## src/core/lacc_regs.vh

```
// Constants for the load-adaptive current control block: APB offsets,
// configuration word field positions, reset values and threshold, filter and scale constants.
// Assumes inclusion by bare name from the design files of this block.
`ifndef LACC_REGS_VH
`define LACC_REGS_VH

// APB byte offsets of the register map.
`define LACC_OFF_WORD        12'h000
`define LACC_OFF_ADAPT_CFG   12'h004
`define LACC_OFF_LOAD_CFG    12'h008
`define LACC_OFF_SAMPLE      12'h00C
`define LACC_OFF_STATUS      12'h010

// Address code in bits 19 to 17 of a configuration word.
`define LACC_ADDR_HI         19
`define LACC_ADDR_LO         17
`define LACC_ADDR_ADAPT      3'h5
`define LACC_ADDR_LOAD       3'h6

// Fields of the load-adaptive configuration word.
`define LACC_MINSEL_BIT      15
`define LACC_DECSPD_HI       14
`define LACC_DECSPD_LO       13
`define LACC_UPOFS_HI        11
`define LACC_UPOFS_LO        8
`define LACC_INCSZ_HI        6
`define LACC_INCSZ_LO        5
`define LACC_LOWTH_HI        3
`define LACC_LOWTH_LO        0

// Fields of the filter, threshold and current scale word.
`define LACC_FILT_BIT        16
`define LACC_LDTHR_HI        14
`define LACC_LDTHR_LO        8
`define LACC_CS_HI           4
`define LACC_CS_LO           0

// Reset values of the two configuration words.
`define LACC_ADAPT_RESET     20'hA0000
`define LACC_LOAD_RESET      20'hC001F

// Threshold unit as a shift: thresholds are multiples of 1 << this (32).
`define LACC_THR_SHIFT       5
// Filter updates once per this many full steps.
`define LACC_FILT_STEPS      3'h4
// Full scale of the adaptive factor.
`define LACC_SCALE_MAX       5'h1F

`endif

```

## src/core/lacc_cmp.v

```verilog
// Threshold comparator for the load sample against the lower and upper
// thresholds. Assumes a 10-bit unsigned load sample.
`timescale 1ns/1ns
`include "lacc_regs.vh"

module lacc_cmp (
  // Thresholds from configuration.
  input  wire [3:0] lower_threshold,
  input  wire [3:0] upper_threshold_offset,
  // Load sample to test.
  input  wire [9:0] sample,
  // Comparison results.
  output wire       below_low,
  output wire       at_or_above_high
);

  // Eleven bits hold the largest upper threshold of 31 x 32.
  wire [10:0] low_thr;
  wire [10:0] high_thr;

  assign low_thr  = {2'h0, lower_threshold, 5'h00};
  assign high_thr = {1'h0, ({1'h0, lower_threshold} + {1'h0, upper_threshold_offset} + 5'h01),
                    5'h00};

  assign below_low        = ({1'h0, sample} < low_thr);
  assign at_or_above_high = ({1'h0, sample} >= high_thr);

endmodule // lacc_cmp

```

## src/core/lacc_sat.v

```verilog
// Saturating step of the adaptive scale factor between a floor and a
// ceiling. Pure combinational; no clock.
`timescale 1ns/1ns

module lacc_sat (
  // Present factor and limits.
  input  wire [4:0] cur,
  input  wire [4:0] floor_val,
  input  wire [4:0] ceil_val,
  // Requested change.
  input  wire       inc,
  input  wire       dec,
  input  wire [3:0] inc_amount,
  // Next factor.
  output reg  [4:0] result
);

  reg [5:0] sum;

  always @* begin
    sum = {1'h0, cur} + {2'h0, inc_amount};
    result = cur;
    if (inc) begin
      result = (sum > {1'h0, ceil_val}) ? ceil_val : sum[4:0];
    end else if (dec) begin
      result = (cur > floor_val) ? (cur - 5'h01) : floor_val;
    end
    // Keep within limits even when the limits themselves move.
    if (result < floor_val) begin
      result = floor_val;
    end
    if (result > ceil_val) begin
      result = ceil_val;
    end
  end

endmodule // lacc_sat

```

## src/core/lacc_top.v

```verilog
// Load-adaptive coil current control: two read-back 20-bit configuration
// words, threshold comparison of load samples and a saturating current
// scaling factor, reached over APB.
// Assumes samples and full-step pulses come synchronous to clk_sys.
//
// Functional notes
// - Address bits 101 and 110 select words.
// - Load word chosen by bits 19-17 = 110.
// - Minimum bit picks half or quarter floor.
// - Zero lower threshold disables adaptation.
// - Sample below lower x 32 increases current.
// - Increment size codes give 1,2,4,8 steps.
// - Enough samples at upper threshold decrement.
// - Decrement speed codes give 32,8,2,1 samples.
// - Filter bit: raw or per-four-fullstep samples.
// - Load threshold is seven-bit signed.
// - Lower threshold means higher sensitivity.
// - Current scale is (code+1)/32.
// - Scale applies to serial and step modes.
//
// Chosen here: register access over APB and the placing of the registers.
`timescale 1ns/1ns
`include "lacc_regs.vh"

module lacc_top (
  // Clock and reset.
  input  wire        clk_sys,
  input  wire        nrst,
  // APB slave.
  input  wire        psel,
  input  wire        penable,
  input  wire        pwrite,
  input  wire [11:0] paddr,
  input  wire [31:0] pwdata,
  output reg  [31:0] prdata,
  output reg         pready,
  output reg         pslverr,
  // Load measurement input.
  input  wire [9:0]  load_measure_value,
  input  wire        load_valid,
  input  wire        fullstep,
  // Coil currents from serial or step/direction path.
  input  wire        step_dir_mode,
  input  wire [8:0]  spi_coil_a,
  input  wire [8:0]  spi_coil_b,
  input  wire [8:0]  sd_coil_a,
  input  wire [8:0]  sd_coil_b,
  // Results.
  output reg  [4:0]  scale_factor,
  output reg  [8:0]  coil_a_scaled,
  output reg  [8:0]  coil_b_scaled,
  output reg  [6:0]  load_threshold_signed,
  output reg         load_filter_enable
);

  // ****************************************************************
  // Configuration storage
  // ****************************************************************

  reg  [19:0] adapt_cfg_reg;          // Load-adaptive configuration word.
  reg  [19:0] load_cfg_reg;           // Filter, threshold, scale word.
  reg  [19:0] bad_word_reg;           // Last word with an unknown address.
  reg  [9:0]  sample_reg;             // Sample used for comparisons.
  reg         sample_vld_reg;         // Pulse: sample_reg freshly updated.
  reg  [9:0]  filt_acc_reg;           // Newest raw sample in filter mode.
  reg  [2:0]  fstep_cnt_reg;          // Full steps since last filtered update.
  reg  [4:0]  dec_cnt_reg;            // Consecutive high samples since last decrement.
  reg         seen_update_reg;        // Sticky: factor changed while adaptation on.

  wire        min_current_select;
  wire [1:0]  decrement_speed;
  wire [3:0]  upper_threshold_offset;
  wire [1:0]  increment_size;
  wire [3:0]  lower_threshold;
  wire [4:0]  current_scale;
  wire        adapt_on;
  wire [4:0]  floor_val;
  wire [3:0]  inc_amount;
  wire [4:0]  dec_need;
  wire        below_low;
  wire        at_high;
  wire        do_inc;
  wire        do_dec;
  wire [4:0]  factor_next;
  wire [2:0]  word_addr;
  wire        apb_wr;

  assign min_current_select     = adapt_cfg_reg[`LACC_MINSEL_BIT];
  assign decrement_speed        = adapt_cfg_reg[`LACC_DECSPD_HI:`LACC_DECSPD_LO];
  assign upper_threshold_offset = adapt_cfg_reg[`LACC_UPOFS_HI:`LACC_UPOFS_LO];
  assign increment_size         = adapt_cfg_reg[`LACC_INCSZ_HI:`LACC_INCSZ_LO];
  assign lower_threshold        = adapt_cfg_reg[`LACC_LOWTH_HI:`LACC_LOWTH_LO];
  assign current_scale          = load_cfg_reg[`LACC_CS_HI:`LACC_CS_LO];

  assign adapt_on = (lower_threshold != 4'h0);

  // half or quarter floor; floor of CS/2 or CS/4 (CS shifted right) in factor units.
  assign floor_val = min_current_select ? ({2'h0, current_scale[4:2]}) :
                                          ({1'h0, current_scale[4:1]});

  assign inc_amount = (increment_size == 2'h0) ? 4'h1 :
                      (increment_size == 2'h1) ? 4'h2 :
                      (increment_size == 2'h2) ? 4'h4 : 4'h8;

  assign dec_need = (decrement_speed == 2'h0) ? 5'h1F :
                    (decrement_speed == 2'h1) ? 5'h07 :
                    (decrement_speed == 2'h2) ? 5'h01 : 5'h00;

  lacc_cmp u_cmp (
    .lower_threshold        (lower_threshold),
    .upper_threshold_offset (upper_threshold_offset),
    .sample                 (sample_reg),
    .below_low              (below_low),
    .at_or_above_high       (at_high)
  );

  assign do_inc = adapt_on && sample_vld_reg && below_low;
  assign do_dec = adapt_on && sample_vld_reg && at_high && (dec_cnt_reg == dec_need);

  lacc_sat u_sat (
    .cur        (scale_factor),
    .floor_val  (floor_val),
    .ceil_val   (current_scale),
    .inc        (do_inc),
    .dec        (do_dec),
    .inc_amount (inc_amount),
    .result     (factor_next)
  );

  // ****************************************************************
  // APB slave, zero wait states
  // ****************************************************************

  // Read data is loaded in every setup cycle, whatever the direction, so
  // reads need no decode of their own. A write never looks at prdata,
  // which keeps the read path free of any pwrite timing.
  assign apb_wr    = psel && penable && pwrite;
  assign word_addr = pwdata[`LACC_ADDR_HI:`LACC_ADDR_LO];

  // The bus answers in the access cycle; pready is registered from setup.
  always @(posedge clk_sys) begin
    if (!nrst) begin
      pready  <= 1'b0;
      pslverr <= 1'b0;
      prdata  <= 32'h00000000;
    end else begin
      pready  <= psel && !penable;
      pslverr <= 1'b0;
      if (psel && !penable) begin
        // Unmapped offsets answer with an error and read zero.
        case (paddr)
          `LACC_OFF_WORD: begin
            prdata <= {12'h000, bad_word_reg};
          end
          `LACC_OFF_ADAPT_CFG: begin
            prdata <= {12'h000, adapt_cfg_reg};
          end
          `LACC_OFF_LOAD_CFG: begin
            prdata <= {12'h000, load_cfg_reg};
          end
          `LACC_OFF_SAMPLE: begin
            prdata <= {22'h000000, sample_reg};
          end
          `LACC_OFF_STATUS: begin
            prdata <= {24'h000000, seen_update_reg, adapt_on, 1'b0, scale_factor};
          end
          default: begin
            prdata  <= 32'h00000000;
            pslverr <= 1'b1;
          end
        endcase
      end
    end
  end

  // Configuration words arrive through one word port and are routed by
  // their own address bits, the way the serial path delivers them.
  always @(posedge clk_sys) begin
    if (!nrst) begin
      adapt_cfg_reg   <= `LACC_ADAPT_RESET;
      load_cfg_reg    <= `LACC_LOAD_RESET;
      bad_word_reg    <= 20'h00000;
    end else if (apb_wr && (paddr == `LACC_OFF_WORD)) begin
      if (word_addr == `LACC_ADDR_ADAPT) begin
        adapt_cfg_reg <= pwdata[19:0];
      end else if (word_addr == `LACC_ADDR_LOAD) begin
        load_cfg_reg  <= pwdata[19:0];
      end else begin
        bad_word_reg  <= pwdata[19:0];
      end
    end
  end

  // ****************************************************************
  // Load sample path
  // ****************************************************************

  always @(posedge clk_sys) begin
    if (!nrst) begin
      sample_reg     <= 10'h000;
      sample_vld_reg <= 1'b0;
      filt_acc_reg   <= 10'h000;
      fstep_cnt_reg  <= 3'h0;
    end else begin
      sample_vld_reg <= 1'b0;
      if (!load_filter_enable) begin
        fstep_cnt_reg <= 3'h0;
        if (load_valid) begin
          sample_reg     <= load_measure_value;
          sample_vld_reg <= 1'b1;
        end
      end else begin
        if (load_valid) begin
          filt_acc_reg <= load_measure_value;
        end
        // Filtered value released once every four full steps.
        if (fullstep) begin
          if (fstep_cnt_reg == (`LACC_FILT_STEPS - 3'h1)) begin
            fstep_cnt_reg  <= 3'h0;
            sample_reg     <= filt_acc_reg;
            sample_vld_reg <= 1'b1;
          end else begin
            fstep_cnt_reg <= fstep_cnt_reg + 3'h1;
          end
        end
      end
    end
  end

  // ****************************************************************
  // Adaptive factor
  // ****************************************************************

  always @(posedge clk_sys) begin
    if (!nrst) begin
      dec_cnt_reg     <= 5'h00;
      scale_factor    <= `LACC_SCALE_MAX;
      seen_update_reg <= 1'b0;
    end else begin
      if (!adapt_on) begin
        // Disabled: run at the full programmed scale.
        dec_cnt_reg  <= 5'h00;
        scale_factor <= current_scale;
      end else begin
        scale_factor <= factor_next;
        if (factor_next != scale_factor) begin
          seen_update_reg <= 1'b1;
        end
        if (sample_vld_reg) begin
          if (!at_high || do_dec) begin
            dec_cnt_reg <= 5'h00;
          end else begin
            dec_cnt_reg <= dec_cnt_reg + 5'h01;
          end
        end
      end
    end
  end

  // ****************************************************************
  // Outputs: scaled coil currents and load settings
  // ****************************************************************

  // scale by factor+1 over 32; same for both sources.
  always @(posedge clk_sys) begin
    if (!nrst) begin
      coil_a_scaled         <= 9'h000;
      coil_b_scaled         <= 9'h000;
      load_threshold_signed <= 7'h00;
      load_filter_enable    <= 1'b0;
    end else begin
      coil_a_scaled <= scale_mul(step_dir_mode ? sd_coil_a : spi_coil_a, scale_factor);
      coil_b_scaled <= scale_mul(step_dir_mode ? sd_coil_b : spi_coil_b, scale_factor);
      // signed threshold field; lower means more sensitive.
      load_threshold_signed <= load_cfg_reg[`LACC_LDTHR_HI:`LACC_LDTHR_LO];
      load_filter_enable    <= load_cfg_reg[`LACC_FILT_BIT];
    end
  end

  // Multiply by (k+1) and divide by 32; truncation keeps it cheap.
  function [8:0] scale_mul;
    input [8:0] val;
    input [4:0] k;
    reg   [14:0] prod;
    begin
      prod      = {6'h00, val} * {9'h000, ({1'b0, k} + 6'h01)};
      scale_mul = prod[13:5];
    end
  endfunction

endmodule // lacc_top

```

## config.mk

```make
export PLATFORM = sky130hd
export DESIGN_NAME = lacc_top
export DESIGN_NICKNAME = d
export VERILOG_FILES = /design/src/core/lacc_cmp.v /design/src/core/lacc_sat.v /design/src/core/lacc_top.v
export VERILOG_INCLUDE_DIRS = /design/src /design/src/core
export SDC_FILE = /design/constraint.sdc
export NUM_CORES = 1
export LEC_CHECK = 0
export BUFFER_PORTS_ARGS = -buffer_cell sky130_fd_sc_hd__buf_2
export CORE_MARGIN = 2
export CORE_UTILIZATION = 40
export DETAILED_ROUTE_END_ITERATION = 8
export GPL_TIMING_DRIVEN = 0
export PLACE_DENSITY = 0.57
export SLEW_MARGIN = 20
export SYNTH_ARGS = -nofsm -noshare
export SYNTH_HDL_FRONTEND = slang
export SYNTH_HIERARCHICAL = 1
export SYNTH_SLANG_ARGS = --single-unit
```

## constraint.sdc

```tcl
create_clock -name clk_sys -period 10.5 [get_ports clk_sys]
set_input_delay 1.575 -clock clk_sys [delete_from_list [all_inputs] [get_ports clk_sys]]
set_output_delay 1.575 -clock clk_sys [all_outputs]
set_load 0.01 [all_outputs]
```

Word level (Yosys, flattened, before mapping)
Index checks and enable logic that the tools add are counted.

cells by class
  reduce and logical (&&, ||, !) cells = 26
  mux-type cells = 28
  eq/ne operators = 15
  bitwise gates (word level) = 2
  magnitude comparators = 6
  $add $sub $neg = 7
  $mul = 2

operators by type and width
  kind                   count
  $pmux W20 S5           1
  $mux W5                9
  $mux W10               4
  $mul A9 B6 Y14         2
  $eq A12 B4 Y1 const B  2
  $mux W9                2
  $mux W4                4
  $eq A12 B3 Y1 const B  1
  $eq A12 B5 Y1 const B  1
  $logic_not A12 Y1      1
  $reduce_and A2 Y1      6
  $add A5 B1 Y5 const B  2
  $ge A10 B10 Y1         1
  $lt A10 B9 Y1          1
  $reduce_and A3 Y1      3
  $logic_and A1 B1 Y1    8
  $add A5 B1 Y6 const B  1
  $add A5 B4 Y6          1
  $eq A3 B3 Y1 const B   2
  $gt A6 B5 Y1           1
  $mux W1                6
  $mux W3                2
  $add A4 B4 Y5          1
  $eq A5 B5 Y1           1
  18 further kinds       23

word-level totals
  register bits after elaboration = 155
  word-level logic and storage cells = 103
  bits of input ports = 98

Longest topological paths before layout
  word-level depth = 14
  mapped depth = 35
  gate-level depth less buffers = 34

Cells and area by module
Netlist, hierarchy kept.

modules (own cells, without submodules)
  module    instances  area each (um^2)  cells an instance  sequential area each (um^2)
  lacc_top  1          9,273.9           1,027              2,862.7
  lacc_sat  1          1,287.5           164                0.0
  lacc_cmp  1          330.3             41                 0.0

Least setup slack after synthesis
Ideal clock, no wire load.

  path kind = reg-to-reg
  start point = reg scale_factor[1]
  end point = reg seen_update_reg
  arrival time = 6,384 ps
  data required time = 10,372 ps
  period minus slack after synthesis = 6,512 ps
  path buffers = 0
  setup time = 128 ps
  path slack = 3,988 ps
  cell stages (with the launch flop) = 31
  path through = dfxtp_1 ha_1 a21o_1 a21oi_1 xnor2_1 inv_1 ha_1 o21a_1 o22ai_2 a21oi_1 o41a_1 a41o_1 ha_1 nand2_1 o2111ai_1 nor2_1 a311oi_4 mux2_4 ha_1 nor2b_1 o21a_1 o21ai_0 a21boi_0 o22ai_1 o211ai_1 o22a_1 xor2_1 nor3_1 nand3_1 a21oi_1 nor2_1

between the ends
  word-level cells in the longest chain between the ends = 10

RTL lines
  what                                            RTL line                      source
  start, declared                                 lacc_top.v:49                 output reg [4:0] scale_factor,
  start signal, assigned                          lacc_top.v:237                scale_factor <= `LACC_SCALE_MAX;
  start signal, assigned                          lacc_top.v:243                scale_factor <= current_scale;
  start signal, assigned                          lacc_top.v:245                scale_factor <= factor_next;
  $add A5 B4 Y6 (tied with other cells)           lacc_sat.v:21                 sum = {1'h0, cur} + {2'h0, inc_amount};
  $gt A6 B5 Y1 / $mux W5 (equally long branches)  lacc_sat.v:24, lacc_sat.v:26
  $mux W5 (on tied branches)                      lacc_sat.v:24, lacc_sat.v:25
  $mux W5 (*)                                     lacc_sat.v:23                 if (inc) begin
  $lt A5 B4 Y1                                    lacc_sat.v:29                 if (result < floor_val) begin
  $mux W5 (*)                                     lacc_sat.v:29
  $gt A5 B5 Y1                                    lacc_sat.v:32                 if (result > ceil_val) begin
  $mux W5 (*)                                     lacc_sat.v:32
  net factor_next[0]                              lacc_top.v:84                 wire [4:0] factor_next;
  $ne A5 B5 Y1 (*)                                lacc_top.v:246                if (factor_next != scale_factor) begin
  $reduce_and A2 Y1 (no source line) (*)          -
  end signal, assigned                            lacc_top.v:238                seen_update_reg <= 1'b0;
  end signal, assigned                            lacc_top.v:247                seen_update_reg <= 1'b1;
  end, declared                                   lacc_top.v:68                 reg seen_update_reg;

The timed path passes the listed nets; every way through them passes the cells marked *.
A chain may end at the register's enable or synchronous reset.

Worst setup path after layout
  start point = reg adapt_cfg_reg[0]
  end point = reg seen_update_reg

between the ends
  word-level cells in the longest chain between the ends = 13

RTL lines
  what                                    RTL line        source
  start, declared                         lacc_top.v:60   reg [19:0] adapt_cfg_reg;
  start signal, assigned                  lacc_top.v:180  adapt_cfg_reg <= `LACC_ADAPT_RESET;
  start signal, assigned                  lacc_top.v:185  adapt_cfg_reg <= pwdata[19:0];
  $add A4 B4 Y5 (*)                       lacc_cmp.v:22   assign high_thr = {1'h0, ({1'h0, lower_threshold} + {1'h0, upper_threshold_offset} + 5'h01),
  $add A5 B1 Y5 (*)                       lacc_cmp.v:22
  $ge A10 B10 Y1 (*)                      lacc_cmp.v:26   assign at_or_above_high = ({1'h0, sample} >= high_thr);
  net at_high                             lacc_top.v:81   wire at_high;
  $logic_and A1 B1 Y1 (*) (2 in series)   lacc_top.v:118  assign do_dec = adapt_on && sample_vld_reg && at_high && (dec_cnt_reg == dec_need);
  net do_dec                              lacc_top.v:83   wire do_dec;
  $mux W5 (*)                             lacc_sat.v:25   end else if (dec) begin
  $mux W5 (*)                             lacc_sat.v:23
  $lt A5 B4 Y1                            lacc_sat.v:29
  $mux W5 (*)                             lacc_sat.v:29
  $gt A5 B5 Y1                            lacc_sat.v:32
  $mux W5 (*)                             lacc_sat.v:32
  net factor_next[0]                      lacc_top.v:84
  $ne A5 B5 Y1 (*)                        lacc_top.v:246
  $reduce_and A2 Y1 (no source line) (*)  -

Marks and branches as above.

==> results.py <==
metrics = {
    "logic_synthesis": {
        "synthArstFlopShare_pct": 0,
        "synth_cell_type_count": 97,
        "syn-mean-instance-area_um2": 8.84,
        "synth-edff-count": 0,
        "syn_area_um2": 10900,
        "yosysWarnings": 6,
        "ys_seq_elements": 143,
        "syn_inst": 1232,
        "synth_ff_type": "dfxtp_1",
        "synth_seq_area_share_pct": 26.3,
    },
    "pwr": {
        "power_frac_comb_pct": 11.7,
        "leakagePower_nw": 5.88,
        "internal_power_uw": 936,
        "pwr-share-seq_pct": 41.6,
        "pwr-share-clk_pct": 46.6,
        "peakVddDrop_uv": 103,
        "switchingPower_uw": 401,
        "sw_frac_of_total_pct": 30.0,
        "p_per_area_nw_per_um2": 105,
    },
    "floorplan": {
        "die_height_um": 169,
        "num_io_pins": 163,
        "dieArea_um2": 28600,
        "rows": 60,
        "coreArea_um2": 26900,
        "start_util_pct": 40.5,
        "fp.dieW_um": 169,
    },
    "placed_design": {
        "port_buffers": 137,
        "place_ws_ns": 2.97,
        "place_congestion": 0.841,
        "dpl.hpwl_um": 22900,
    },
    "clock_tree": {
        "postCtsSetupBuffers": 0,
        "clk_pin_slew_ns": 0.07,
        "cts_hold_buffers": 0,
        "htreeDepth": 4,
        "cts_resized": 0,
        "cts_buffer_depth": 2,
        "clock-sinks": 143,
        "clkLatencyLatePin_ns": 0.43,
        "cts_tree": "done",
        "numCtsBuffers": 17,
        "root_buffer": "clkbuf_16",
    },
    "worst_setup_path": {
        "cp.arrival_ns": 7.94,
        "required_ns": 10.80,
        "reg2reg_slack_ns": 2.85,
        "slowest_stage": "o21ai_0",
        "cpMostUsedCell": "ha_1",
        "crit_fanout": 10,
        "reg2reg_to": "seen_update_reg$_SDFFE_PN0P_",
        "critical_path_class": "reg2reg",
        "end_kind": "flip-flop",
        "crit_family": "compound AO/OA/AOI/OAI gates",
        "crit_path_max_incr_delay_ns": 0.59,
        "worstRegToRegCells": 31,
        "crit_path_start_kind": "flip-flop",
        "crit_buf_inv": 2,
        "rr_startpoint": "adapt_cfg_reg[0]$_SDFFE_PN0P_",
    },
    "finish": {
        "n_fill_cell": 2635,
        "post-route-util_pct": 47.2,
        "area_growth_pct": 16.4,
        "drive_gt1_share_pct": 19.0,
        "layout_commonest_cell": "nor2_1",
        "fin_nets": 1633,
        "final_cell_mix": "148 x nor2_1, 144 x buf_2, 143 x dfxtp_1",
    },
    "global_routing": {
        "met1_usage_pct": 27.1,
        "grt_use_total_pct": 21.1,
        "grtUsageMet3_pct": 4.14,
        "antenna_found_initial": 5,
        "grt_pass1_wl_um": 47500,
        "grt_pass1_vias": 9073,
        "globalRouteMet2Util_pct": 36.0,
        "top_usage_layer": "met2",
        "grt_max_degree": 19,
        "gr-total-overflow": 0,
    },
    "timing": {
        "hold_violations": 0,
        "tightestPinTransition_ns": 0.901,
        "slew_headroom_pct": 39.4,
        "period_needed_ns": 7.65,
        "hold_ws_ns": 0.450,
        "setup_viol": 0,
        "slew_violations": 0,
        "setup_tns_ns": 0,
        "fin_crit_sh_pct": 72.8,
        "fin_ws_ns": 2.85,
        "rsz0062_at_grt": "false",
        "skew_ns": 0.0154,
        "max_freq_mhz": 131,
    },
    "drt": {
        "detail_route.wl_per_cell_um": 17.0,
        "drc": 0,
        "ant_nets": 0,
        "wl_um": 29900,
        "first_iter_violations": 466,
        "dr.pass1.iters": 5,
        "via_per_inst": 5.26,
        "vias": 9250,
    },
    "hold_path": {
        "min_from": "adapt_cfg_reg[17]$_SDFFE_PN1P_",
        "min_path_type": "reg2reg",
        "min_path_cells": 1,
        "whs_endpoint": "adapt_cfg_reg[17]$_SDFFE_PN1P_",
    },
    "run_status": {
        "status": "completed",
    },
    "flow_run": {
        "drv_cap": 0,
    },
}
==> power by group through the flow <==
stage | sequential (mW) | combinational (mW) | clock, mW
after floorplan | 0.571 | 0.0926 | 0
final | 0.556 | 0.157 | 0.623
after global routing | 0.557 | 0.175 | 0.657
after CTS | 0.557 | 0.157 | 0.635
after global placement | 0.569 | 0.155 | 0
after detailed placement | 0.569 | 0.157 | 0
==> cell type report <==
cell class                 count  area, um^2  share of cell area [%]
antenna                        3        7.51                  0.0592
buffer                        65         358                    2.82
clock buffer                  17         425                    3.36
clock inverter                15         184                    1.45
inverter                     129         484                    3.82
multi-input combinational    909        7240                    57.1
sequential                   143        2860                    22.6
tap                          341         427                    3.37
timing repair buffer         137         686                    5.41
==> worst max-delay path by stage <==
| stage | from | end | slack (ns) | depth (start not counted) |
|---|---|---|---|---|
| floorplan | scale_factor[1]$_SDFF_PN1_ | seen_update_reg$_SDFFE_PN0P_ | 3.99 | 30 |
| global placement | adapt_cfg_reg[0]$_SDFFE_PN0P_ | seen_update_reg$_SDFFE_PN0P_ | 3.00 | 32 |
| detailed placement | adapt_cfg_reg[0]$_SDFFE_PN0P_ | seen_update_reg$_SDFFE_PN0P_ | 2.97 | 32 |
| CTS | adapt_cfg_reg[0]$_SDFFE_PN0P_ | seen_update_reg$_SDFFE_PN0P_ | 2.96 | 32 |
| global route | adapt_cfg_reg[0]$_SDFFE_PN0P_ | seen_update_reg$_SDFFE_PN0P_ | 2.35 | 34 |
| finish | adapt_cfg_reg[0]$_SDFFE_PN0P_ | seen_update_reg$_SDFFE_PN0P_ | 2.85 | 31 |
==> per-stage QoR <==
stage	cells	instance area, um^2	total power [mW]
2_1_floorplan	1246	10900	0.663
3_3_place_gp	1724	12100	0.724
3_5_place_dp	1724	12100	0.726
4_1_cts	1756	12700	1.35
5_1_grt	1759	12700	1.39
6_report	1759	12700	1.34
==> routing by layer <==
| layer | wire [um] | vias to the layer above | share of wire (%) |
|---|---|---|---|
| li1 | - | 4550 | - |
| met1 | 13400 | 4430 | 45 |
| met2 | 14300 | 229 | 48 |
| met3 | 1590 | 37 | 5.3 |
| met4 | 594 | 4 | 2.0 |
| met5 | 27 | - | 0.090 |
==> cells by family after synthesis <==
logic type	share of synthesized area (%)
other cells	0.0344
fa+ha+maj	19.1
compound gates	14.3
flops	26.3
simple gates	18.7
buf+inv	7.73
xor+xnor	2.17
mux	11.6
==> cells in the mapped netlist, drive strengths merged, types with 14 or more instances <==
| library cell | count | share of area (%) |
|---|---|---|
| ha | 77 | 8.8 |
| fa | 56 | 10 |
| clkbuf | 32 | 1.1 |
| or2 | 23 | 1.3 |
| nor2 | 149 | 5.2 |
| mux2i | 100 | 9.2 |
| nor2b | 23 | 1.3 |
| a21oi | 53 | 2.5 |
| nor3 | 14 | 0.69 |
| xnor2 | 16 | 1.3 |
| nand2 | 87 | 3.0 |
| o21ai | 36 | 1.7 |
| a211oi | 17 | 1.3 |
| dfxtp | 143 | 26 |
| nand3 | 33 | 1.7 |
| inv | 128 | 4.4 |
| and2 | 18 | 1.0 |
| buf | 33 | 2.2 |
(Power assumes the default switching activity.)
